===== src/pifb_pkg.sv =====
/*
 * Package for the peripheral interrupt flag bank: register offsets,
 * bit positions, reset values and the packed carriers of the block.
 * Assumes a 32-bit APB bus with word-aligned registers.
 */
`default_nettype none
package pifb_pkg;
    // Register byte offsets on the APB bus
    localparam logic [7:0] PIFB_OFF_FLAGS   = 8'h00; // Event flags, read/write
    localparam logic [7:0] PIFB_OFF_ENABLES = 8'h04; // Per-source enables
    localparam logic [7:0] PIFB_OFF_CTRL    = 8'h08; // Global and peripheral enables
    localparam logic [7:0] PIFB_OFF_STATUS  = 8'h0c; // Sticky status, read-only
    localparam logic [7:0] PIFB_OFF_CLEAR   = 8'h10; // Status clear, write-only
    localparam logic [7:0] PIFB_OFF_IRQEN   = 8'h14; // Status interrupt enables

    // Flag bit positions
    localparam int PIFB_BIT_OSC_FAIL  = 7;
    localparam int PIFB_BIT_CMP_TWO   = 6;
    localparam int PIFB_BIT_CMP_ONE   = 5;
    localparam int PIFB_BIT_NV_DONE   = 4;
    localparam int PIFB_BIT_BUS_COLL  = 3;
    localparam int PIFB_BIT_CAP_TWO   = 0;

    // Implemented bits: 7..3 and 0; bits 2 and 1 read zero
    localparam logic [7:0] PIFB_IMPL_MASK = 8'hf9;
    localparam logic [7:0] PIFB_FLAGS_RST = 8'h00;
    localparam logic [7:0] PIFB_EN_RST    = 8'h00;

    // Control register field positions
    localparam int PIFB_CTRL_GLOBAL = 0;
    localparam int PIFB_CTRL_PERIPH = 1;

    // Status register field positions
    localparam int PIFB_ST_REQ_RISE = 0; // Combined request went high
    localparam int PIFB_ST_WIDTH    = 1;

    // APB request bundle
    typedef struct packed {
        logic        psel;
        logic        penable;
        logic        pwrite;
        logic [7:0]  paddr;
        logic [31:0] pwdata;
    } pifb_apb_req_t;

    // Whole state of the block
    typedef struct packed {
        logic [7:0]  flags;
        logic [7:0]  enables;
        logic        global_en;
        logic        periph_en;
        logic [PIFB_ST_WIDTH-1:0] status;
        logic [PIFB_ST_WIDTH-1:0] irq_en;
        logic        req_prev;
        logic [31:0] rdata;
    } pifb_state_t;
endpackage
`default_nettype wire


===== src/pifb_bank.sv =====
/*
 * Peripheral interrupt flag bank: six event sources set sticky flags,
 * software reads and clears them over APB, and an enabled flag raises
 * a combined peripheral interrupt request while both master enables are set.
 * Assumes sources are logic on i_clk giving one-cycle event pulses,
 * and a single synchronous reset for the whole block.
 */
`timescale 1ns/10ps
`default_nettype none
module pifb_bank
    import pifb_pkg::*;
(
    input  wire logic        i_clk,            // System clock, 10 MHz
    input  wire logic        i_sys_rst,        // Synchronous reset, active high
    input  wire logic        i_psel,           // APB select
    input  wire logic        i_penable,        // APB access phase
    input  wire logic        i_pwrite,         // APB direction
    input  wire logic [7:0]  i_paddr,          // APB byte address
    input  wire logic [31:0] i_pwdata,         // APB write data
    input  wire logic [3:0]  i_pstrb,          // APB byte strobes
    output logic             o_pready,         // APB ready
    output logic [31:0]      o_prdata,         // APB read data
    output logic             o_pslverr,        // APB error on unmapped address
    input  wire logic        i_osc_fail,       // Oscillator failure event
    input  wire logic        i_cmp_two,        // Comparator two event
    input  wire logic        i_cmp_one,        // Comparator one event
    input  wire logic        i_nv_write_done,  // Nonvolatile write complete
    input  wire logic        i_serial_bus_coll,// Serial bus collision event
    input  wire logic        i_capture_two,    // Capture/compare two event
    output logic             o_periph_irq,     // Combined peripheral request
    output logic             o_irq             // Status interrupt output
);
    pifb_state_t   st_reg;   // All state
    pifb_state_t   st_next;  // Next state
    pifb_apb_req_t req;      // Bundled bus request
    logic [7:0]    events;   // Source events placed at flag positions
    logic          wr_en;    // Write takes effect this edge
    logic          rd_en;    // Read data captured this edge
    logic          mapped;   // Address hits a register
    logic          periph_req; // Combined request, current state

    // Bundle bus signals
    always_comb begin
        req = '{psel: i_psel, penable: i_penable, pwrite: i_pwrite,
                paddr: i_paddr, pwdata: i_pwdata};
    end

    // Map sources onto flag positions; unused bits stay zero
    always_comb begin
        events = 8'h00;
        events[PIFB_BIT_OSC_FAIL] = i_osc_fail;
        events[PIFB_BIT_CMP_TWO]  = i_cmp_two;
        events[PIFB_BIT_CMP_ONE]  = i_cmp_one;
        events[PIFB_BIT_NV_DONE]  = i_nv_write_done;
        events[PIFB_BIT_BUS_COLL] = i_serial_bus_coll;
        events[PIFB_BIT_CAP_TWO]  = i_capture_two;
    end

    // Zero-wait slave: every access completes in its first access cycle
    // No register needs a wait, so ready stays high and the master stays simple
    assign o_pready = 1'b1;
    assign wr_en    = req.psel && req.penable && req.pwrite && mapped;
    assign rd_en    = req.psel && !req.pwrite;

    // Address decode
    always_comb begin
        unique case (req.paddr)
            PIFB_OFF_FLAGS, PIFB_OFF_ENABLES, PIFB_OFF_CTRL,
            PIFB_OFF_STATUS, PIFB_OFF_CLEAR, PIFB_OFF_IRQEN: mapped = 1'b1;
            default: mapped = 1'b0;
        endcase
    end
    assign o_pslverr = req.psel && req.penable && !mapped;

    // Request needs a matching flag/enable pair plus both master enables
    assign periph_req = (|(st_reg.flags & st_reg.enables))
                        && st_reg.global_en && st_reg.periph_en;

    // Next-state logic for flags, enables, status and read data
    always_comb begin
        st_next = st_reg;
        st_next.req_prev = periph_req;
        // Software writes, only low byte lane carries register data
        if (wr_en && i_pstrb[0]) begin
            unique case (req.paddr)
                PIFB_OFF_FLAGS:   st_next.flags = req.pwdata[7:0] & PIFB_IMPL_MASK;
                PIFB_OFF_ENABLES: st_next.enables = req.pwdata[7:0] & PIFB_IMPL_MASK;
                PIFB_OFF_CTRL: begin
                    st_next.global_en = req.pwdata[PIFB_CTRL_GLOBAL];
                    st_next.periph_en = req.pwdata[PIFB_CTRL_PERIPH];
                end
                PIFB_OFF_CLEAR:   st_next.status = st_reg.status & ~req.pwdata[PIFB_ST_WIDTH-1:0];
                PIFB_OFF_IRQEN:   st_next.irq_en = req.pwdata[PIFB_ST_WIDTH-1:0];
                default: ;
            endcase
        end
        // Events set after any write so a same-cycle clear loses; no enable gates this
        st_next.flags = st_next.flags | (events & PIFB_IMPL_MASK);
        // Rising request is a sticky status event, set wins over clear
        if (periph_req && !st_reg.req_prev) begin
            st_next.status[PIFB_ST_REQ_RISE] = 1'b1;
        end
        // Read data registered in the setup cycle, valid in access phase
        if (rd_en) begin
            unique case (req.paddr)
                PIFB_OFF_FLAGS:   st_next.rdata = {24'h000000, st_reg.flags};
                PIFB_OFF_ENABLES: st_next.rdata = {24'h000000, st_reg.enables};
                PIFB_OFF_CTRL:    st_next.rdata = {30'h00000000, st_reg.periph_en,
                                                   st_reg.global_en};
                PIFB_OFF_STATUS:  st_next.rdata = {{(32-PIFB_ST_WIDTH){1'b0}}, st_reg.status};
                PIFB_OFF_IRQEN:   st_next.rdata = {{(32-PIFB_ST_WIDTH){1'b0}}, st_reg.irq_en};
                default:          st_next.rdata = 32'h00000000; // Clear and unmapped read zero
            endcase
        end
    end

    // State register; every reset clears everything
    always_ff @(posedge i_clk) begin
        if (i_sys_rst) begin
            st_reg <= '{flags: PIFB_FLAGS_RST, enables: PIFB_EN_RST, global_en: 1'b0,
                        periph_en: 1'b0, status: '0, irq_en: '0, req_prev: 1'b0,
                        rdata: 32'h00000000};
        end else begin
            st_reg <= st_next;
        end
    end

    // Outputs straight from registers or from a plain combination of them
    assign o_prdata     = st_reg.rdata;
    assign o_periph_irq = periph_req;
    assign o_irq        = |(st_reg.status & st_reg.irq_en);

    // Software stays responsible for clearing stale flags first

    // Flag and request checks, one clock domain, idle during reset

    AST_EVENT_SETS: assert property (@(posedge i_clk) disable iff (i_sys_rst)
        i_cmp_one |=> st_reg.flags[PIFB_BIT_CMP_ONE])
        else $error("comparator one event did not set its flag");
    AST_HOLD: assert property (@(posedge i_clk) disable iff (i_sys_rst)
        (st_reg.flags[PIFB_BIT_OSC_FAIL] && !(wr_en && req.paddr == PIFB_OFF_FLAGS))
        |=> st_reg.flags[PIFB_BIT_OSC_FAIL])
        else $error("flag dropped without a software write");
    AST_NO_ENABLE: assert property (@(posedge i_clk) disable iff (i_sys_rst)
        (i_capture_two && !st_reg.global_en && st_reg.enables == 8'h00)
        |=> st_reg.flags[PIFB_BIT_CAP_TWO])
        else $error("flag gated by enable");
    AST_UNIMPL: assert property (@(posedge i_clk) disable iff (i_sys_rst)
        st_reg.flags[2:1] == 2'b00 && st_reg.enables[2:1] == 2'b00)
        else $error("unimplemented bits set");
    AST_READ_FLAGS: assert property (@(posedge i_clk) disable iff (i_sys_rst)
        (rd_en && !req.penable && req.paddr == PIFB_OFF_FLAGS && !(|events))
        |=> o_prdata[7:0] == $past(st_reg.flags))
        else $error("flag read mismatch");
    AST_WRITE_FLAGS: assert property (@(posedge i_clk) disable iff (i_sys_rst)
        (wr_en && i_pstrb[0] && req.paddr == PIFB_OFF_FLAGS && !(|events))
        |=> st_reg.flags == ($past(req.pwdata[7:0]) & PIFB_IMPL_MASK))
        else $error("flag write not stored");
    AST_REQ_NEEDS_GLOBAL: assert property (@(posedge i_clk) disable iff (i_sys_rst)
        o_periph_irq |-> st_reg.global_en && st_reg.periph_en)
        else $error("request without master enables");
    AST_REQ_RAISED: assert property (@(posedge i_clk) disable iff (i_sys_rst)
        (st_reg.global_en && st_reg.periph_en && st_reg.enables[PIFB_BIT_NV_DONE]
         && st_reg.flags[PIFB_BIT_NV_DONE]) |-> o_periph_irq)
        else $error("enabled flag gave no request");

    // Checks below cover paths that the bench reaches only indirectly
    // With no write and no event pending the whole flag byte holds still
    AST_FLAGS_STILL: assert property (@(posedge i_clk) disable iff (i_sys_rst)
        (!wr_en && !(|events)) |=> st_reg.flags == $past(st_reg.flags))
        else $error("flag byte changed with no event or write");

    // Any event, from any of the six sources, is visible one edge later
    AST_ALL_EVENTS_SET: assert property (@(posedge i_clk) disable iff (i_sys_rst)
        (|events) |=> ((st_reg.flags & $past(events)) == $past(events)))
        else $error("source event did not set its flag");

    // Reads have no side effect, so a read never clears a pending flag
    AST_READ_KEEPS_FLAGS: assert property (@(posedge i_clk) disable iff (i_sys_rst)
        (req.psel && !req.pwrite && !(|events)) |=> st_reg.flags == $past(st_reg.flags))
        else $error("read disturbed the flag byte");

    // Enable writes keep the unimplemented pair at zero
    AST_WRITE_ENABLES: assert property (@(posedge i_clk) disable iff (i_sys_rst)
        (wr_en && i_pstrb[0] && req.paddr == PIFB_OFF_ENABLES)
        |=> st_reg.enables == ($past(req.pwdata[7:0]) & PIFB_IMPL_MASK))
        else $error("enable write not stored as masked");

    // Enables change only by a write to their own register
    AST_ENABLE_HOLD: assert property (@(posedge i_clk) disable iff (i_sys_rst)
        !(wr_en && req.paddr == PIFB_OFF_ENABLES) |=> st_reg.enables == $past(st_reg.enables))
        else $error("enables changed without a write");

    // Reads of either byte register never show the unimplemented pair
    AST_READ_UNIMPL: assert property (@(posedge i_clk) disable iff (i_sys_rst)
        (rd_en && !req.penable
         && (req.paddr == PIFB_OFF_FLAGS || req.paddr == PIFB_OFF_ENABLES))
        |=> o_prdata[2:1] == 2'b00)
        else $error("unimplemented bits read as one");

    // Registers are one byte wide or less, so upper read lanes stay zero
    AST_READ_UPPER_ZERO: assert property (@(posedge i_clk) disable iff (i_sys_rst)
        o_prdata[31:8] == 24'h000000)
        else $error("upper read data lanes not zero");

    // No flag paired with its enable means no request, whatever the masters say
    AST_REQ_NEEDS_PAIR: assert property (@(posedge i_clk) disable iff (i_sys_rst)
        !(|(st_reg.flags & st_reg.enables)) |-> !o_periph_irq)
        else $error("request without an enabled flag");

    // A fresh request is caught in the sticky status bit on the next edge
    AST_STATUS_ON_RISE: assert property (@(posedge i_clk) disable iff (i_sys_rst)
        (o_periph_irq && !st_reg.req_prev) |=> st_reg.status[PIFB_ST_REQ_RISE])
        else $error("request rise not recorded in status");

    // Status bit stays set until software writes the clear register
    AST_STATUS_STICKY: assert property (@(posedge i_clk) disable iff (i_sys_rst)
        (st_reg.status[PIFB_ST_REQ_RISE] && !(wr_en && req.paddr == PIFB_OFF_CLEAR))
        |=> st_reg.status[PIFB_ST_REQ_RISE])
        else $error("status bit dropped without a clear");
endmodule
`default_nettype wire


===== config.mk =====
export PLATFORM = sky130hd
export DESIGN_NAME = pifb_bank
export DESIGN_NICKNAME = d
export VERILOG_FILES = /design/src/pifb_pkg.sv /design/src/pifb_bank.sv
export SDC_FILE = /design/constraint.sdc
export NUM_CORES = 1
export LEC_CHECK = 0
export BUFFER_PORTS_ARGS = -buffer_cell sky130_fd_sc_hd__buf_2
export CAP_MARGIN = 0
export CORE_MARGIN = 2
export CORE_UTILIZATION = 35
export DETAILED_ROUTE_END_ITERATION = 6
export PLACE_DENSITY = 0.69
export SYNTH_ARGS = -nofsm -noshare
export SYNTH_HDL_FRONTEND = slang
export SYNTH_SLANG_ARGS = --single-unit

===== constraint.sdc =====
create_clock -name i_clk -period 2.5 [get_ports i_clk]
set_clock_uncertainty 0.15 [all_clocks]
set_input_delay 0.125 -clock i_clk [delete_from_list [all_inputs] [get_ports i_clk]]
set_output_delay 0.125 -clock i_clk [all_outputs]
set_load 0.01 [all_outputs]

After elaboration in Yosys (flattened, before gate mapping)
Cells that the tools add are included.
{"block": "classes", "eq_ne": 5, "n_mux": 9, "bitwise_logic": 5, "reduce_logical": 21}
{"cell": "$pmux W8 S5", "n": 1}
{"cell": "$mux W20", "n": 1}
{"cell": "$eq A8 B4 Y1 const B", "n": 2}
{"cell": "$eq A8 B5 Y1 const B", "n": 2}
{"cell": "$mux W8", "n": 2}
{"cell": "$logic_and A1 B1 Y1", "n": 9}
{"cell": "$and A8 B8 Y8", "n": 1}
{"cell": "$eq A8 B3 Y1 const B", "n": 1}
{"cell": "$logic_not A8 Y1", "n": 1}
{"cell": "$or A8 B8 Y8", "n": 1}
{"cell": "$reduce_and A2 Y1", "n": 4}
{"cell": "$reduce_or A8 Y1", "n": 1}
{"cell": "$reduce_or A6 Y1", "n": 1}
{"cell": "$mux W1", "n": 4}
{"cell": "$reduce_bool A2 Y1", "n": 2}
{"cell": "$logic_not A1 Y1", "n": 3}
{"cell": "$and A1 B1 Y1", "n": 2}
{"cell": "$mux W2", "n": 1}
{"cell": "$not A1 Y1", "n": 1}
{"block": "word_totals", "ff_bits": 51, "inputBits": 55, "output_inout_bits": 36, "elab_cells": 48}

Logic depth before layout (Yosys ltp)
{"block": "logic_depth", "word_depth": 7, "depth_mapped": 6, "ltp_nobuf": 4}

Worst setup path before layout
OpenSTA, ideal clock, no wires.
{"block": "synth_timing", "kind": "input to register", "start": "input i_paddr[1]", "end": "register st_reg[37] in the netlist's numbering", "setup_time_ns": 0.128, "t_arrival_ns": 1.516, "required_ns": 2.222, "path_slack_ns": 0.706, "path_stages": 6, "path_buffers": 2, "path_cell_list": "or3_1 > clkbuf_1 > or4_1 > buf_4 > mux2i_1 > nor2_1"}
{"block": "synth_via", "elab_chain_cells": 6, "word_cells_on_any_way": 11, "classes_between": "eq/ne (5); mux (1); reduce/logical (5)"}
{"element": "start, declared", "line": "pifb_bank.sv:18", "source": "input wire logic [7:0] i_paddr,"}
{"element": "$eq A8 B3 Y1 (tied with other cells)", "line": "pifb_bank.sv:67, pifb_bank.sv:85"}
{"element": "$reduce_or A6 Y1", "line": "pifb_bank.sv:67", "source": "unique case (req.paddr)"}
{"element": "$mux W1", "line": "pifb_bank.sv:67"}
{"element": "$logic_and A1 B1 Y1", "line": "pifb_bank.sv:62", "source": "assign wr_en = req.psel && req.penable && req.pwrite && mapped;"}
{"element": "$logic_and A1 B1 Y1", "line": "pifb_bank.sv:84", "source": "if (wr_en && i_pstrb[0]) begin"}
{"element": "$reduce_and A2 Y1 (no line) *"}
{"element": "end signal, assigned", "line": "pifb_bank.sv:120", "source": "st_reg <= '{flags: PIFB_FLAGS_RST, enables: PIFB_EN_RST, global_en: 1'b0,"}
{"element": "end signal, assigned", "line": "pifb_bank.sv:124", "source": "st_reg <= st_next;"}
{"element": "end, declared", "line": "pifb_bank.sv:33", "source": "pifb_state_t st_reg;"}
Mark *: on every way between the ends. The rest lies on a longest branch, timed or not.
A chain may end at the register's enable or synchronous reset.

Final worst setup path
{"block": "layout_timing", "start": "input i_paddr[4]", "end": "register st_reg[44] in the netlist's numbering"}
The elaborated chain is that of the path after synthesis.

==> results.sh <==
export IMPL_fillers=392
export IMPL_p_leak_nw=0.708
export IMPL_via_count=1069
export IMPL_max_stage_delay_ns=0.68
export IMPL_port_buffers=36
export IMPL_hp_start="i_capture_two"
export IMPL_grtUsageMet1_pct=15.3
export IMPL_synth_compound_area_share_pct=10.5
export IMPL_period_minus_slack_ns=1.80
export IMPL_rows=22
export IMPL_layout_setup_ws_ns=0.702
export IMPL_synth_edf_count=0
export IMPL_pre_cts_slack_ns=0.427
export IMPL_cts_tree="yes"
export IMPL_htree_levels=1
export IMPL_coreArea_sq_mm=0.00369
export IMPL_clk_pin_slew_ns=0.08
export IMPL_cts_buffers=3
export IMPL_crit_fanout=7
export IMPL_gr_usage_met2_pct=18.5
export IMPL_antenna_found_initial=0
export IMPL_grt_pass1_vias=840
export IMPL_arrival_ns=1.79
export IMPL_synth_flop_cell="dfxtp_1"
export IMPL_vdd_ir_drop_worst_uv=400
export IMPL_yosys_area_share_adder_pct=0
export IMPL_crit_family="simple AND/OR/NAND/NOR gates"
export IMPL_critPathCaptureType="flip-flop"
export IMPL_initial_core_util_pct=36.9
export IMPL_r2r_slack_ns=1.34
export IMPL_hold_buffers=6
export IMPL_min_period_over_period_pct=71.9
export IMPL_cap_violations=0
export IMPL_rsz0062_at_grt="no"
export IMPL_synth_xor_area_share_pct=0
export IMPL_wire_per_inst_um=10.8
export IMPL_setup_viol=0
export IMPL_track_usage_pct=11.6
export IMPL_largest_reg_flops=17
export IMPL_drc=0
export IMPL_nets=246
export IMPL_power_density_mw_per_mm2=459
export IMPL_status="completed"
export IMPL_yosysWarningCount=0
export IMPL_ys_ff_latch=24
export IMPL_die_h_um=66.4
export IMPL_grt_ovfl_total=0
export IMPL_tightest_slew_ns=0.535
export IMPL_synth_cell_types=28
export IMPL_synth_area_sq_mm=0.00136
export IMPL_drtPass1Iterations=4
export IMPL_worstReg2RegStart="st_reg[35]"
export IMPL_global_route_usage_met3_pct=3.75
export IMPL_crit_required_ns=2.49
export IMPL_antennaDiodeCount=0
export IMPL_synth_area_leader_cell="dfxtp_1"
export IMPL_dp_cells=228
export IMPL_ys_top_cells_by_area="dfxtp_1 35%, buf_4 19%, mux2i_1 8.1%, nor2_1 6.1%, a22oi_1 4.4%"
export IMPL_synthMuxAreaShare_pct=12.2
export IMPL_cpMaxStageDelayCell="or4_1"
export IMPL_area_growth_pct=12.0
export IMPL_cp_num_buf_inv=1
export IMPL_cp_cell_sequence="buf_2, or4_4, or4_1, mux2i_1, nor2_1"
export IMPL_clk_latency_ns=0.26
export IMPL_clockBufferDepth=2
export IMPL_drive_gt1_share_pct=25.4
export IMPL_wirelength_um=2560
export IMPL_hold_viol_final=0
export IMPL_post_synth_inst_count=159
export IMPL_drv_slew=0
export IMPL_r2r_end="o_prdata[1]"
export IMPL_layout_cells_non_filler=237
export IMPL_multi_input_area_sq_um=681
export IMPL_fmax_ghz=0.556
export IMPL_fin_setup_tns_ns=0
export IMPL_io_pins=91
export IMPL_placed_area_sq_mm=0.00142
export IMPL_p_total_mw=0.701
export IMPL_cts_root_buf="clkbuf_8"
export IMPL_synth_top_family_by_area="buffers and inverters"
export IMPL_startpoint_type="input pin"
export IMPL_yosysSeqAreaShare_pct=35.3
export IMPL_hp_class="in -> reg"
export IMPL_cts_post_setup_buffers_inserted=0
export IMPL_async_flop_share_pct=0
export IMPL_cts_resized=0
export IMPL_worstSetupPathType="in -> reg"
export IMPL_grt_pass1_wl_um=3930
export IMPL_syn_area_per_cell_sq_um=8.56
export IMPL_die_area_sq_mm=0.00440
export IMPL_worstHoldEndpoint="st_reg[45]"
export IMPL_seq_area_sq_um=480
export IMPL_fp_dieW_um=66.4
export IMPL_drtIter0Drc=13
export IMPL_slew_limit_headroom_pct=64.0
export IMPL_place_hpwl_um=2000
export IMPL_clock_sinks=24
export IMPL_worstHoldPathCells=3
export IMPL_gp_congestion=0.763
export IMPL_final_area_sq_mm=0.00153
export IMPL_worst_r2r_path_depth=3
export IMPL_netlist_area_leader_share_pct=35.3
export IMPL_grt_max_degree=26
export IMPL_busiest_layer="met2"
export IMPL_ant_nets=0
export IMPL_vias_per_cell=4.51
export IMPL_synth_simple_gate_area_share_pct=20.1
how the worst max path moves through the flow:
stage / start / endpoint / slack [ns] / depth (start not counted)
floorplan: i_paddr[1] / st_reg[37] / 0.71 / 6
global placement: i_paddr[4] / st_reg[44] / 0.45 / 5
detailed placement: i_paddr[4] / st_reg[42] / 0.43 / 5
CTS: i_paddr[4] / st_reg[44] / 0.70 / 5
global route: i_paddr[1] / o_pslverr / 0.61 / 6
finish: i_paddr[4] / st_reg[44] / 0.70 / 5
per-layer routing:
| layer | wire [um] | part of all wire [%] |
|---|---|---|
| met4 | 16 | 0.63 |
| met5 | 0 | 0 |
| met2 | 1150 | 45 |
| met1 | 1230 | 48 |
| met3 | 158 | 6.2 |
worst reg2reg max path, delay by kind of cell, from the launching register on:
| kind | cells | cell delay [ns] |
|---|---|---|
| AND/OR/NAND/NOR | 2 | 0.44 |
| flip-flops | 1 | 0.36 |
| AO/OA/AOI/OAI | 1 | 0.15 |
cell usage after synthesis (all sizes together), types with 2 or more instances:
| cell type | count |
|---|---|
| nor3 | 8 |
| conb | 2 |
| or3 | 2 |
| nand2b | 2 |
| clkbuf | 6 |
| buf | 35 |
| dfxtp | 24 |
| a211oi | 6 |
| nand2 | 5 |
| mux2 | 5 |
| or4 | 3 |
| a21oi | 3 |
| nand3 | 3 |
| mux2i | 11 |
| nor4 | 5 |
| inv | 2 |
| a22oi | 8 |
| nor2 | 22 |
cell usage in the layout (no fill, tap or decap), drive strengths merged, types with 5 or more instances in the layout:
master	synthesis	final
a211oi	6	6
a22oi	8	8
buf	35	38
conb	2	26
dfxtp	24	24
dlygate4sd3	0	6
mux2	5	5
mux2i	11	11
nand2	5	5
nor2	22	22
nor3	8	8
nor4	5	5
power breakdown:
part	internal (mW)	switching, mW
sequential	0.389	0.00529
clock	0.107	0.109
combinational	0.0367	0.0534
cell type report:
type | count | share of cell area (%)
Inverter | 2 | 0.492
Multi-Input combinational cell | 116 | 44.6
Clock buffer | 3 | 2.71
Tap cell | 48 | 3.94
Timing Repair Buffer | 44 | 16.7
Sequential cell | 24 | 31.5
per-stage QoR:
step | util, % | hold WS (ns)
4_1_cts | 41.4 | 0.0105
3_5_place_dp | 38.6 | 0.232
3_3_place_gp | 38.6 | 0.227
6_report | 41.4 | 0.0175
2_1_floorplan | - | 0.119
5_1_grt | 41.4 | 0.0254
cells by family (layout without fill, tap and decap cells):
family | after synthesis | after routing
flip-flops | 24 | 24
buffers and inverters | 43 | 49
multiplexers | 16 | 16
AO/OA/AOI/OAI | 20 | 20
other | 2 | 26
AND/OR/NAND/NOR | 54 | 54
(Power assumes the default switching activity.)
